$ cat src/reset_power_pkg.sv
// Constants and types for the reset and power-down controller
package reset_power_pkg;

	// Clock and timing
	localparam int CLK_MHZ          = 50;
	localparam int CLK_PERIOD_NS    = 1000 / CLK_MHZ;
	localparam int PIN_DRIVE_CYCLES = 8;
	localparam int OSC_START_US     = 1000;
	localparam int PLL_LOCK_US      = 200;
	localparam int OSC_START_CYCLES = OSC_START_US * CLK_MHZ;
	localparam int PLL_LOCK_CYCLES  = PLL_LOCK_US * CLK_MHZ;

	// Register word indices, byte address is four times the index
	localparam logic [5:0] IDX_SYS_CTRL   = 6'h00;
	localparam logic [5:0] IDX_CAUSE      = 6'h01;
	localparam logic [5:0] IDX_CLK_CTRL0  = 6'h02;
	localparam logic [5:0] IDX_WD_KEY     = 6'h03;
	localparam logic [5:0] IDX_WD_CTRL    = 6'h04;
	localparam logic [5:0] IDX_WD_COUNT   = 6'h05;
	localparam logic [5:0] IDX_CPU_STATUS = 6'h06;
	localparam logic [5:0] IDX_CPU_IRQ    = 6'h07;
	localparam logic [5:0] IDX_CPU_MISC   = 6'h08;
	localparam logic [5:0] IDX_CPU_PC     = 6'h09;
	localparam logic [5:0] IDX_PWR_STATE  = 6'h0A;

	// Field positions and values
	localparam int SCR_CLR_POS     = 14;
	localparam int SCR_SET_POS     = 15;
	localparam int CAUSE_POR       = 0;
	localparam int CAUSE_PIN       = 1;
	localparam int CAUSE_WDOG      = 2;
	localparam int CAUSE_SW        = 3;
	localparam int CAUSE_ILLEGAL   = 4;
	localparam logic [7:0] WD_KEY_ARM   = 8'h55;
	localparam logic [7:0] WD_KEY_CLEAR = 8'hAA;
	localparam int WDC_CHK_POS     = 3;
	localparam logic [2:0] WDC_CHK_VAL  = 3'h5;
	localparam int WDC_DIS_POS     = 6;
	localparam logic [1:0] LPM_LIGHT    = 2'h0;
	localparam logic [1:0] LPM_DEEP     = 2'h1;
	localparam logic [1:0] LPM_PLL_DOWN = 2'h2;
	localparam logic [1:0] LPM_OSC_DOWN = 2'h3;

	// Power states
	typedef enum logic [2:0] {
		PWR_RUN, PWR_LIGHT, PWR_DEEP, PWR_PLL_DOWN,
		PWR_OSC_DOWN, PWR_OSC_WAIT, PWR_PLL_WAIT
	} pwr_state_type;

	typedef struct packed {
		logic cpu;
		logic sys;
		logic wdog;
		logic pll;
		logic osc;
		logic full_speed;
	} clk_gate_type;

	typedef struct packed {
		logic       carry;
		logic       irq_disable;
		logic       ram_map;
		logic [1:0] prod_shift;
		logic       sign_ext;
		logic       ext_flag;
		logic       wrap;
	} cpu_status_type;

	typedef struct packed {
		logic [15:0]    pc;
		cpu_status_type st;
		logic [2:0]     wait_states;
		logic [5:0]     int_flag;
		logic [5:0]     int_mask;
		logic [15:0]    repeat_cnt;
		logic [7:0]     mem_alloc;
	} cpu_init_type;

	typedef struct packed {
		logic        hsel;
		logic [31:0] haddr;
		logic [1:0]  htrans;
		logic        hwrite;
		logic [2:0]  hsize;
		logic [31:0] hwdata;
		logic        hready;
	} ahb_req_type;

	typedef struct packed {
		logic [31:0] hrdata;
		logic        hreadyout;
		logic        hresp;
	} ahb_resp_type;

	typedef struct packed {
		logic          ahb_act;
		logic          ahb_wr;
		logic [5:0]    ahb_idx;
		ahb_resp_type  resp;
		logic [3:0]    drive_cnt;
		logic          pin_oe;
		logic          cpu_reset;
		logic [4:0]    cause;
		logic          scr_clr;
		logic          scr_set;
		logic [1:0]    lpm;
		logic [7:0]    wd_cnt;
		logic          wd_armed;
		logic          wd_dis;
		cpu_init_type  cpu;
		pwr_state_type pwr;
		logic [15:0]   wait_cnt;
		clk_gate_type  clk;
		logic          irq_grant;
	} core_state_type;

	// Reset values
	localparam cpu_status_type ST_RESET = 8'hC6;
	localparam logic [2:0] WAIT_MAX     = 3'h7;
	localparam cpu_init_type CPU_RESET  = '{pc: 16'h0000, st: ST_RESET,
		wait_states: WAIT_MAX, int_flag: 6'h00, int_mask: 6'h00,
		repeat_cnt: 16'h0000, mem_alloc: 8'h00};
	localparam clk_gate_type CLK_RESET  = 6'h3F;
	localparam logic [4:0] CAUSE_RESET  = 5'h01;
	localparam core_state_type STATE_RESET = '{ahb_act: 1'b0, ahb_wr: 1'b0,
		ahb_idx: 6'h00, resp: '{hrdata: 32'h00000000, hreadyout: 1'b1, hresp: 1'b0},
		drive_cnt: 4'h8, pin_oe: 1'b1, cpu_reset: 1'b1, cause: CAUSE_RESET,
		scr_clr: 1'b1, scr_set: 1'b0, lpm: LPM_LIGHT, wd_cnt: 8'h00,
		wd_armed: 1'b0, wd_dis: 1'b0, cpu: CPU_RESET, pwr: PWR_RUN,
		wait_cnt: 16'h0000, clk: CLK_RESET, irq_grant: 1'b0};

endpackage

$ cat src/reset_and_powerdown_control.sv
// Reset collection, reset pin drive, reset init and power-down sequencing
`timescale 1ns/1ps

//Contract
//- Reset outranks every interrupt request
//- Watchdog overflow or bad key/control resets
//- Clear bit 14 or set 15 resets
//- Power-on input or low voltage resets
//- Unmapped frame access causes illegal reset
//- Drive reset pin low eight cycles minimum
//- Stay reset while supply bad or pin low
//- Five sticky reset cause bits, readable
//- Reset stops CPU, keeps RAM, fetch 0
//- Status bits take fixed reset values
//- Clear flags and mask, disable maskable
//- Clear repeat, mem alloc; max wait states
//- Other CPU registers untouched by reset
//- Power-down only on sleep, mode field
//- Decode 00 light, 01 deep, 10 PLL
//- 11 oscillator down, exits pin irq/reset
//- Light sleep stops CPU, exits any irq
//- Deep sleep stops CPU and system clocks
//- PLL down waits relock before full speed
//- Oscillator down waits oscillator then PLL
//- Three clock domains gated independently
//- Power-down keeps state; reset changes init only
module reset_and_powerdown_control #(
	parameter int unsigned OSC_START_CYCLES = reset_power_pkg::OSC_START_CYCLES,
	parameter int unsigned PLL_LOCK_CYCLES  = reset_power_pkg::PLL_LOCK_CYCLES
) (
	// Clock and reset
	input  wire logic                         ref_clk_i,
	input  wire logic                         rst_i,
	// Register bus
	input  wire reset_power_pkg::ahb_req_type ahb_i,
	output reset_power_pkg::ahb_resp_type     ahb_o,
	// Reset sources
	input  wire logic                         reset_pin_n_i,
	input  wire logic                         power_on_reset_input_i,
	input  wire logic                         low_voltage_i,
	input  wire logic                         illegal_access_i,
	input  wire logic                         watchdog_tick_i,
	// Reset pin drive, open drain
	output logic                              reset_pin_o,
	output logic                              reset_pin_oe_o,
	// CPU side
	input  wire logic                         sleep_i,
	input  wire logic                         irq_req_i,
	input  wire logic                         wake_irq_i,
	input  wire logic                         pin_irq_i,
	output logic                              cpu_reset_o,
	output logic                              irq_grant_o,
	output reset_power_pkg::cpu_init_type     cpu_init_o,
	// Clock domain gates
	output reset_power_pkg::clk_gate_type     clk_gate_o,
	output reset_power_pkg::pwr_state_type    pwr_state_o
);

	reset_power_pkg::core_state_type state_ff;
	reset_power_pkg::core_state_type nxt_state;

	logic        addr_ok;
	logic        mapped;
	logic [5:0]  idx;
	logic [31:0] wdat;
	logic        sw_evt;
	logic        wd_evt;
	logic        illegal_evt;
	logic        pin_ext;
	logic        supply_bad;
	logic [4:0]  src;

	localparam logic [15:0] OSC_LOAD = 16'(OSC_START_CYCLES - 1);
	localparam logic [15:0] PLL_LOAD = 16'(PLL_LOCK_CYCLES - 1);

	// Word decode of the register frame
	function automatic logic reg_mapped(input logic [5:0] i);
		reg_mapped = (i <= reset_power_pkg::IDX_PWR_STATE);
	endfunction

	// Clock enables per power state
	function automatic reset_power_pkg::clk_gate_type clk_map(
		input reset_power_pkg::pwr_state_type p);
		reset_power_pkg::clk_gate_type g;
		case (p)
			reset_power_pkg::PWR_RUN:      g = 6'h3F;
			reset_power_pkg::PWR_LIGHT:    g = 6'h1E;
			reset_power_pkg::PWR_DEEP:     g = 6'h0E;
			reset_power_pkg::PWR_PLL_DOWN: g = 6'h0A;
			reset_power_pkg::PWR_OSC_DOWN: g = 6'h00;
			reset_power_pkg::PWR_OSC_WAIT: g = 6'h02;
			reset_power_pkg::PWR_PLL_WAIT: g = 6'h0E;
			default:                       g = 6'h3F;
		endcase
		clk_map = g;
	endfunction

	// Read mux over the post-write image
	function automatic logic [31:0] rd_word(input logic [5:0] i,
		input reset_power_pkg::core_state_type s);
		logic [31:0] w;
		w = 32'h00000000;
		case (i)
			reset_power_pkg::IDX_SYS_CTRL: begin
				w[reset_power_pkg::SCR_CLR_POS] = s.scr_clr;
				w[reset_power_pkg::SCR_SET_POS] = s.scr_set;
			end
			reset_power_pkg::IDX_CAUSE:      w[4:0] = s.cause;
			reset_power_pkg::IDX_CLK_CTRL0:  w[1:0] = s.lpm;
			reset_power_pkg::IDX_WD_CTRL: begin
				w[reset_power_pkg::WDC_CHK_POS +: 3] = reset_power_pkg::WDC_CHK_VAL;
				w[reset_power_pkg::WDC_DIS_POS] = s.wd_dis;
			end
			reset_power_pkg::IDX_WD_COUNT:   w[7:0] = s.wd_cnt;
			reset_power_pkg::IDX_CPU_STATUS: w[10:0] = {s.cpu.wait_states, s.cpu.st};
			reset_power_pkg::IDX_CPU_IRQ:    w[13:0] = {s.cpu.int_mask, 2'h0, s.cpu.int_flag};
			reset_power_pkg::IDX_CPU_MISC:   w[23:0] = {s.cpu.mem_alloc, s.cpu.repeat_cnt};
			reset_power_pkg::IDX_CPU_PC:     w[15:0] = s.cpu.pc;
			reset_power_pkg::IDX_PWR_STATE:  w[2:0] = s.pwr;
			default:                         w = 32'h00000000;
		endcase
		rd_word = w;
	endfunction

	// Next-state logic for the whole block
	always_comb begin
		nxt_state = state_ff;
		sw_evt = 1'b0;
		wd_evt = 1'b0;
		wdat = ahb_i.hwdata;
		addr_ok = ahb_i.hsel & ahb_i.hready & ahb_i.htrans[1];
		idx = ahb_i.haddr[7:2];
		mapped = reg_mapped(idx) & (ahb_i.haddr[11:8] == 4'h0);

		// Data phase of a write
		if (state_ff.ahb_act & state_ff.ahb_wr) begin
			case (state_ff.ahb_idx)
				reset_power_pkg::IDX_SYS_CTRL: begin
					nxt_state.scr_clr = wdat[reset_power_pkg::SCR_CLR_POS];
					nxt_state.scr_set = wdat[reset_power_pkg::SCR_SET_POS];
					sw_evt = ~wdat[reset_power_pkg::SCR_CLR_POS]
						| wdat[reset_power_pkg::SCR_SET_POS];
				end
				reset_power_pkg::IDX_CAUSE: begin
					nxt_state.cause = state_ff.cause & ~wdat[4:0];
				end
				reset_power_pkg::IDX_CLK_CTRL0: begin
					nxt_state.lpm = wdat[1:0];
				end
				reset_power_pkg::IDX_WD_KEY: begin
					// Any value outside the two-step key is taken as tampering
					if (wdat[7:0] == reset_power_pkg::WD_KEY_ARM) begin
						nxt_state.wd_armed = 1'b1;
					end else if ((wdat[7:0] == reset_power_pkg::WD_KEY_CLEAR) & state_ff.wd_armed) begin
						nxt_state.wd_armed = 1'b0;
						nxt_state.wd_cnt = 8'h00;
					end else begin
						wd_evt = 1'b1;
					end
				end
				reset_power_pkg::IDX_WD_CTRL: begin
					if (wdat[reset_power_pkg::WDC_CHK_POS +: 3] != reset_power_pkg::WDC_CHK_VAL) begin
						wd_evt = 1'b1;
					end else begin
						nxt_state.wd_dis = wdat[reset_power_pkg::WDC_DIS_POS];
					end
				end
				reset_power_pkg::IDX_CPU_STATUS: begin
					nxt_state.cpu.st = wdat[7:0];
					nxt_state.cpu.wait_states = wdat[10:8];
				end
				reset_power_pkg::IDX_CPU_IRQ: begin
					nxt_state.cpu.int_flag = wdat[5:0];
					nxt_state.cpu.int_mask = wdat[13:8];
				end
				reset_power_pkg::IDX_CPU_MISC: begin
					nxt_state.cpu.repeat_cnt = wdat[15:0];
					nxt_state.cpu.mem_alloc = wdat[23:16];
				end
				reset_power_pkg::IDX_CPU_PC: begin
					nxt_state.cpu.pc = wdat[15:0];
				end
				default: ;
			endcase
		end

		// Address phase capture, zero wait states
		nxt_state.ahb_act = addr_ok & mapped;
		nxt_state.ahb_wr = ahb_i.hwrite;
		nxt_state.ahb_idx = idx;
		nxt_state.resp.hreadyout = 1'b1;
		nxt_state.resp.hresp = 1'b0;
		illegal_evt = (addr_ok & ~mapped) | illegal_access_i;

		// Watchdog counts only while its clock runs; active from power-on
		if (state_ff.clk.wdog & watchdog_tick_i & ~nxt_state.wd_dis) begin
			if (state_ff.wd_cnt == 8'hFF) begin
				wd_evt = 1'b1;
			end else begin
				nxt_state.wd_cnt = 8'(state_ff.wd_cnt + 8'h01);
			end
		end

		// Our own drive reads back low, so it must not count as external
		pin_ext = ~reset_pin_n_i & ~state_ff.pin_oe;
		supply_bad = power_on_reset_input_i | low_voltage_i;
		src = 5'h00;
		src[reset_power_pkg::CAUSE_POR] = supply_bad;
		src[reset_power_pkg::CAUSE_PIN] = pin_ext;
		src[reset_power_pkg::CAUSE_WDOG] = wd_evt;
		src[reset_power_pkg::CAUSE_SW] = sw_evt;
		src[reset_power_pkg::CAUSE_ILLEGAL] = illegal_evt;

		// Cause set after the software clear, so a new cause is never lost
		nxt_state.cause = nxt_state.cause | src;

		if (|src) begin
			// Level sources reload the count, holding reset while they last
			nxt_state.drive_cnt = 4'(reset_power_pkg::PIN_DRIVE_CYCLES);
			nxt_state.cpu = reset_power_pkg::CPU_RESET;
			nxt_state.scr_clr = 1'b1;
			nxt_state.scr_set = 1'b0;
			nxt_state.lpm = reset_power_pkg::LPM_LIGHT;
			nxt_state.wd_cnt = 8'h00;
			nxt_state.wd_armed = 1'b0;
			nxt_state.wd_dis = 1'b0;
			// Reset ends any power-down, but clocks must restart first
			case (state_ff.pwr)
				reset_power_pkg::PWR_OSC_DOWN: begin
					nxt_state.pwr = reset_power_pkg::PWR_OSC_WAIT;
					nxt_state.wait_cnt = OSC_LOAD;
				end
				reset_power_pkg::PWR_PLL_DOWN: begin
					nxt_state.pwr = reset_power_pkg::PWR_PLL_WAIT;
					nxt_state.wait_cnt = PLL_LOAD;
				end
				reset_power_pkg::PWR_LIGHT, reset_power_pkg::PWR_DEEP: begin
					nxt_state.pwr = reset_power_pkg::PWR_RUN;
				end
				default: begin
					nxt_state.pwr = state_ff.pwr;
				end
			endcase
		end else begin
			if (state_ff.drive_cnt != 4'h0) begin
				nxt_state.drive_cnt = 4'(state_ff.drive_cnt - 4'h1);
			end
			// Wake by interrupt leaves all held state as it was
			case (state_ff.pwr)
				reset_power_pkg::PWR_RUN: begin
					if (sleep_i & ~state_ff.cpu_reset) begin
						case (state_ff.lpm)
							reset_power_pkg::LPM_LIGHT:    nxt_state.pwr = reset_power_pkg::PWR_LIGHT;
							reset_power_pkg::LPM_DEEP:     nxt_state.pwr = reset_power_pkg::PWR_DEEP;
							reset_power_pkg::LPM_PLL_DOWN: nxt_state.pwr = reset_power_pkg::PWR_PLL_DOWN;
							reset_power_pkg::LPM_OSC_DOWN: nxt_state.pwr = reset_power_pkg::PWR_OSC_DOWN;
							default:                       nxt_state.pwr = reset_power_pkg::PWR_RUN;
						endcase
					end
				end
				reset_power_pkg::PWR_LIGHT: begin
					if (irq_req_i | wake_irq_i | pin_irq_i) begin
						nxt_state.pwr = reset_power_pkg::PWR_RUN;
					end
				end
				reset_power_pkg::PWR_DEEP: begin
					if (wake_irq_i | pin_irq_i) begin
						nxt_state.pwr = reset_power_pkg::PWR_RUN;
					end
				end
				reset_power_pkg::PWR_PLL_DOWN: begin
					if (wake_irq_i | pin_irq_i) begin
						nxt_state.pwr = reset_power_pkg::PWR_PLL_WAIT;
						nxt_state.wait_cnt = PLL_LOAD;
					end
				end
				reset_power_pkg::PWR_OSC_DOWN: begin
					// No on-chip clock runs, only a pin can wake it
					if (pin_irq_i) begin
						nxt_state.pwr = reset_power_pkg::PWR_OSC_WAIT;
						nxt_state.wait_cnt = OSC_LOAD;
					end
				end
				reset_power_pkg::PWR_OSC_WAIT: begin
					if (state_ff.wait_cnt == 16'h0000) begin
						nxt_state.pwr = reset_power_pkg::PWR_PLL_WAIT;
						nxt_state.wait_cnt = PLL_LOAD;
					end else begin
						nxt_state.wait_cnt = 16'(state_ff.wait_cnt - 16'h0001);
					end
				end
				reset_power_pkg::PWR_PLL_WAIT: begin
					if (state_ff.wait_cnt == 16'h0000) begin
						nxt_state.pwr = reset_power_pkg::PWR_RUN;
					end else begin
						nxt_state.wait_cnt = 16'(state_ff.wait_cnt - 16'h0001);
					end
				end
				default: begin
					nxt_state.pwr = reset_power_pkg::PWR_RUN;
				end
			endcase
		end

		// Reset also holds while the wire reads low
		nxt_state.pin_oe = (nxt_state.drive_cnt != 4'h0);
		nxt_state.cpu_reset = (|src) | nxt_state.pin_oe | ~reset_pin_n_i;

		// Gates registered alongside the power state
		nxt_state.clk = clk_map(nxt_state.pwr);

		// A pending reset blocks every maskable grant
		nxt_state.irq_grant = irq_req_i & ~(|src) & ~nxt_state.cpu_reset
			& ~state_ff.cpu.st.irq_disable;

		// Read data from the image after this cycle's write
		nxt_state.resp.hrdata = (addr_ok & mapped & ~ahb_i.hwrite) ? rd_word(idx, nxt_state) : 32'h00000000;
	end

	// State register; accumulator and pointers live in the CPU
	always_ff @(posedge ref_clk_i or posedge rst_i) begin
		if (rst_i) begin
			state_ff <= reset_power_pkg::STATE_RESET;
		end else begin
			state_ff <= nxt_state;
		end
	end

	// Outputs straight from the state register; reset_pin_o is tied low
	assign ahb_o          = state_ff.resp;
	assign reset_pin_o    = 1'b0;
	assign reset_pin_oe_o = state_ff.pin_oe;
	assign cpu_reset_o    = state_ff.cpu_reset;
	assign irq_grant_o    = state_ff.irq_grant;
	assign cpu_init_o     = state_ff.cpu;
	assign clk_gate_o     = state_ff.clk;
	assign pwr_state_o    = state_ff.pwr;

endmodule // reset_and_powerdown_control

$ cat config.mk
export PLATFORM = sky130hd
export DESIGN_NAME = reset_and_powerdown_control
export DESIGN_NICKNAME = d
export VERILOG_FILES = /design/src/reset_power_pkg.sv /design/src/reset_and_powerdown_control.sv
export SDC_FILE = /design/constraint.sdc
export NUM_CORES = 1
export LEC_CHECK = 0
export ABC_AREA = 1
export BUFFER_PORTS_ARGS = -buffer_cell sky130_fd_sc_hd__buf_2
export CAP_MARGIN = 20
export CORE_MARGIN = 10
export CORE_UTILIZATION = 59
export CTS_CLUSTER_DIAMETER = 60
export DETAILED_ROUTE_END_ITERATION = 10
export PLACE_DENSITY = 0.92
export SLEW_MARGIN = 20
export SYNTH_ARGS = -nofsm -noshare
export SYNTH_HDL_FRONTEND = slang
export SYNTH_SLANG_ARGS = --single-unit
export TNS_END_PERCENT = 30
$ cat constraint.sdc
create_clock -name ref_clk_i -period 12.2 [get_ports ref_clk_i]
set_input_delay 2.44 -clock ref_clk_i [delete_from_list [all_inputs] [get_ports ref_clk_i]]
set_output_delay 2.44 -clock ref_clk_i [all_outputs]
set_load 0.02 [all_outputs]
# Yosys cells after proc, flatten, opt, wreduce, memory -nomap -nowiden
# Index checks and enable logic that the tools add are counted.
# word_totals
regBits,146
in_bits,83
wordCells,187
# op_classes
bitwise_logic,36
reduce_logical,17
n_lt_le_gt_ge,1
mux,54
add_sub_neg,3
eq_ne,40
# op_table
op,n
82-bit 2-to-1 mux,1
77-bit 2-to-1 mux,1
16-bit one-hot mux with 4 select lines,1
19-bit 2-to-1 mux,3
16-bit 2-to-1 mux,3
24-bit 2-to-1 mux,2
6-bit by 3-bit == test with 1-bit output (second input constant),7
8-bit 2-to-1 mux,4
16-bit one-hot mux with 2 select lines,1
6-bit by 4-bit == test with 1-bit output (second input constant),5
6-bit one-hot mux with 5 select lines,1
3-bit one-hot mux with 4 select lines,2
3-bit one-hot mux with 7 select lines,1
3-bit == test (second input constant),6
6-bit by 2-bit == test with 1-bit output (second input constant),3
9-bit 2-to-1 mux,2
3-bit one-hot mux with 3 select lines,2
8-bit == test (second input constant),2
16-bit logical NOT,1
2-bit one-hot mux with 8 select lines,1
16-bit by 1-bit subtractor with 16-bit output (second input constant),1
1-bit bitwise AND,15
3-bit 2-to-1 mux,5
2-bit one-hot mux with 7 select lines,1
other kinds (38),80

# Longest topological paths before layout
# logic_depth
ltp_word,17
depth_mapped,16
ltp_nobuf,16

# Worst setup path before layout
# No wires, ideal clock.
# synth_timing
path_type,input port to flip-flop
from,in ahb_i[46] (netlist name)
to,reg state_ff (netlist bit ahb_o[8])
slack_ps,8236
arrival_time_ps,3849
path_stages,14
setup_time_ps,115
cell_sequence,nor2_2 -> nand3_1 -> nand2_1 -> nand2_2 -> nand2_2 -> nand2_1 -> nor2_4 -> nand3_4 -> buf_6 -> buf_2 -> o21ai_1 -> nand3_1 -> nor2_1 -> nor2_1
# synth_rtl
element,line_no,source
"start, declared",reset_and_powerdown_control.sv:35,"input wire reset_power_pkg::ahb_req_type ahb_i,"
"end signal, assigned",reset_and_powerdown_control.sv:323,state_ff <= reset_power_pkg::STATE_RESET;
"end signal, assigned",reset_and_powerdown_control.sv:325,state_ff <= nxt_state;
"end, declared",reset_and_powerdown_control.sv:59,reset_power_pkg::core_state_type state_ff;

# Final worst setup path
# layout_timing
from,in ahb_i[46] (netlist name)
to,reg state_ff[13] (netlist name)
# layout_between
elab_chain_cells,8
word_cells_on_any_way,12
cone_classes,1 x order compare; 4 x eq/ne; 1 x mux; 4 x bitwise; 2 x reduce/logical
# layout_lines
element,line_no,source
6-bit by 4-bit less-or-equal comparator with 1-bit output (*),reset_and_powerdown_control.sv:78,reg_mapped = (i <= reset_power_pkg::IDX_PWR_STATE);
1-bit bitwise AND (*),reset_and_powerdown_control.sv:133,mapped = reg_mapped(idx) & (ahb_i.haddr[11:8] == 4'h0);
1-bit inverter (*),reset_and_powerdown_control.sv:193,illegal_evt = (addr_ok & ~mapped) | illegal_access_i;
1-bit bitwise AND (*),reset_and_powerdown_control.sv:193,
1-bit OR (*),reset_and_powerdown_control.sv:193,
5-bit OR reduction (*),reset_and_powerdown_control.sv:217,if (|src) begin
3-bit by 1-bit != test with 1-bit output (no source line) or 3-bit != test (tied branches),--,
5-bit AND reduction (no source line),--,
# Mark *: on every way between the ends. The rest lies on a longest branch, timed or not.
# A chain may end at the register's enable or synchronous reset.

==> impl_metrics.toml <==
[logic_synthesis]
synth_edf_count = 0
yosys.cell_count.top_type = "nand2_1"
syn_avg_cell_area_um2 = 7.631
syn_area_um2 = 8584
ys_ff_latch = 145
synth.top_cells.by_area = "dfrtp_1, nand2_1, buf_4"
synth_top_area_cell = "dfrtp_1"
async_flop_share_pct = 100.0
ys_warn_count = 0
yosysSeqAreaShare_pct = 42.52
synthDistinctLibCells = 46
yosys.area.top_type_share_pct = 37.31
netlist_instances = 1125
yosys-top-cells-count = "nand2_1, inv_1, dfrtp_1"
synthFlopType = "dfrtp_1"

[power_and_ir_drop]
power_frac_clock_pct = 41.4
total_leakage_power_uw = 0.004730
swShare_pct = 29.41
p_seq_share_pct = 42.6
combPwrFrac_pct = 16.0
switchingPower_uw = 364.9
power.total_uw = 1241
power_density_nw_per_um2 = 134.1
intPower_uw = 875.8
ir_drop_mv = 0.1086

[grt]
grt_pass1_wl_mm = 36.91
overflow = 0
grt_pass1_vias = 7462
grtUsageTotal_pct = 22.77
grt_max_degree = 80
antenna_found_initial = 1

[clock_tree]
numCtsBuffers = 17
postCtsHoldBufs = 0
cts_tree = "yes"
cts_num_sinks = 145
postCtsSetupBuffers = 0
clockBufferDepth = 2
cts_max_level = 4
root_buffer = "clkbuf_16"
worstSkewPairLatency_ps = 430
cts_resized = 0
path_clk_slew_ps = 70

[cells_and_area]
post_route_cells_drive_above_1_share_pct = 21.68
seq_area_um2 = 3650
multiInputGateArea_um2 = 3456
fillers = 1117
nets = 1257
area_growth_pct = 7.754
final_cell_area_um2 = 9250

[floorplanning]
core_um2 = 14370
ios = 193
die_area_um2 = 19780
die_h_um = 140.6
start_util_pct = 59.74
rows = 44
die_x_um = 140.6

[sta]
fin_crit_sh_pct = 39.25
setup-violations-final = 0
min_period_ps = 4789
worst_pin_slew_ps = 1014
finalHoldViolations = 0
tns_ps = 0
rsz0062_at_grt = "no"
finClkSkew_ps = 8.827
timing.fmax_mhz = 208.8
relSlewSlack_pct = 32.21
holdWs_ps = 510.6
slew_violations = 0

[critical_path]
startpoint_type = "input port"
worstPathMaxFanout = 33
worstSetupPathType = "in -> reg"
worstSetupEndpointType = "flip-flop"
critPathArrivalTime_ps = 5110
required_ps = 12520

[drt]
wl_per_cell_um = 16.83
drc = 0
vias_per_cell = 5.605
num_vias = 7657
ant_nets = 0
drt_pass1_iterations = 6
drt_iter0_drc = 979
totalWireLength_mm = 23.00

[status]
status = "complete, no violations"

[placed_design]
place_area_um2 = 8667
port_buffers = 147
place.gp.congestion = 0.9413
place.detailed.hpwl_mm = 16.16

[job]
drv_cap = 0

[hold_path]
worstHoldPathType = "reg -> reg"
==> power by group through the flow <==
stage,Clock (uW),Sequential (uW),Combinational (uW)
2_1_floorplan,0,531,158
3_3_place_gp,0,534,186
3_5_place_dp,0,535,194
4_1_cts,516,528,197
5_1_grt,538,531,224
6_report,514,528,199
==> area by class of cell <==
class / count / share of cell area, %
Sequential cell: 145 / 39.46
Multi-Input combinational cell: 706 / 37.36
Timing Repair Buffer: 154 / 8.522
Inverter: 144 / 5.897
Clock buffer: 20 / 4.829
Tap cell: 184 / 2.489
Clock inverter: 12 / 1.420
Antenna cell: 1 / 0.02705
==> sequential cells by signal, indices dropped and copies added, names as in the netlist <==
signal          cells
state_ff           47
pwr_state_o         3
cpu_reset_o         1
ahb_o              24
cpu_init_o         63
clk_gate_o          5
irq_grant_o         1
reset_pin_oe_o      1
==> cell usage in the layout (no fill, tap or decap), drive strengths merged, types with 2 or more instances in the layout <==
cell and count:
a21oi 39, a31oi 3, and3 2, buf 154, bufinv 2, clkbuf 20, clkinv 7, conb 11
dfrtp 128, dfstp 17, ha 6, inv 146, mux2 8, mux2i 2, nand2 270, nand3 66
nand3b 3, nand4 37, nor2 134, nor3 21, nor3b 2, o2111ai 2, o211ai 7, o21a 4
o21ai 56, o22ai 2, or2 12, xnor2 2, xor2 12
==> kinds of logic (layout without fill, tap and decap cells) <==
| family | after synthesis | count (layout) | share of synthesized area, % |
|---|---|---|---|
| AND/OR/NAND/NOR | 549 | 549 | 28.32 |
| buffers and inverters | 283 | 330 | 17.65 |
| flip-flops | 145 | 145 | 42.52 |
| AO/OA/AOI/OAI | 116 | 116 | 7.842 |
| XOR/XNOR | 14 | 14 | 1.428 |
| multiplexers | 10 | 10 | 1.283 |
| adder cells (fa/ha/maj) | 6 | 6 | 0.8745 |
| other | 2 | 12 | 0.08748 |
==> critical path, stage by stage <==
cell	delay [ps]
buf_2	110
nor2_2	220
nand3_1	220
nand2_1	150
nand2_2	90
nand2_2	100
nand2_1	100
nor2_4	140
nand3_4	370
nand2_2	300
nor2_1	100
nor2_4	460
inv_2	160
nand2_1	100
nand2_1	60
==> final timing paths <==
path	startpoint	endpoint	slack, ps	cells past startpoint
hold / removal	state_ff[106]	state_ff[106]	510	2
hold reg to reg	state_ff[106]	state_ff[106]	510	2
setup / recovery	ahb_i[46]	state_ff[13]	7410	15
min in group asynchronous	rst_i	irq_grant_o	2120	2
max in group asynchronous	rst_i	cpu_init_o[19]	8790	3
setup reg to reg	state_ff[148]	ahb_o[6]	8640	13
==> through the flow <==
stage | instances | worst slack (ps) | utilization [%]
after CTS | 1365 | 7464 | 64.34
after global placement | 1333 | 7193 | 60.32
final | 1366 | 7411 | 64.38
after floorplan | 1134 | 5894 | -
after global routing | 1365 | 7170 | 64.36
after detailed placement | 1333 | 7046 | 60.32
==> routing by layer <==
metal  track usage [%]  part of all wire, %
met5                 0                0.057
met1             26.86                   37
met4             8.967                  3.1
met2             37.78                   48
met3             7.222                   12
Power figures use the tool's default switching activity.
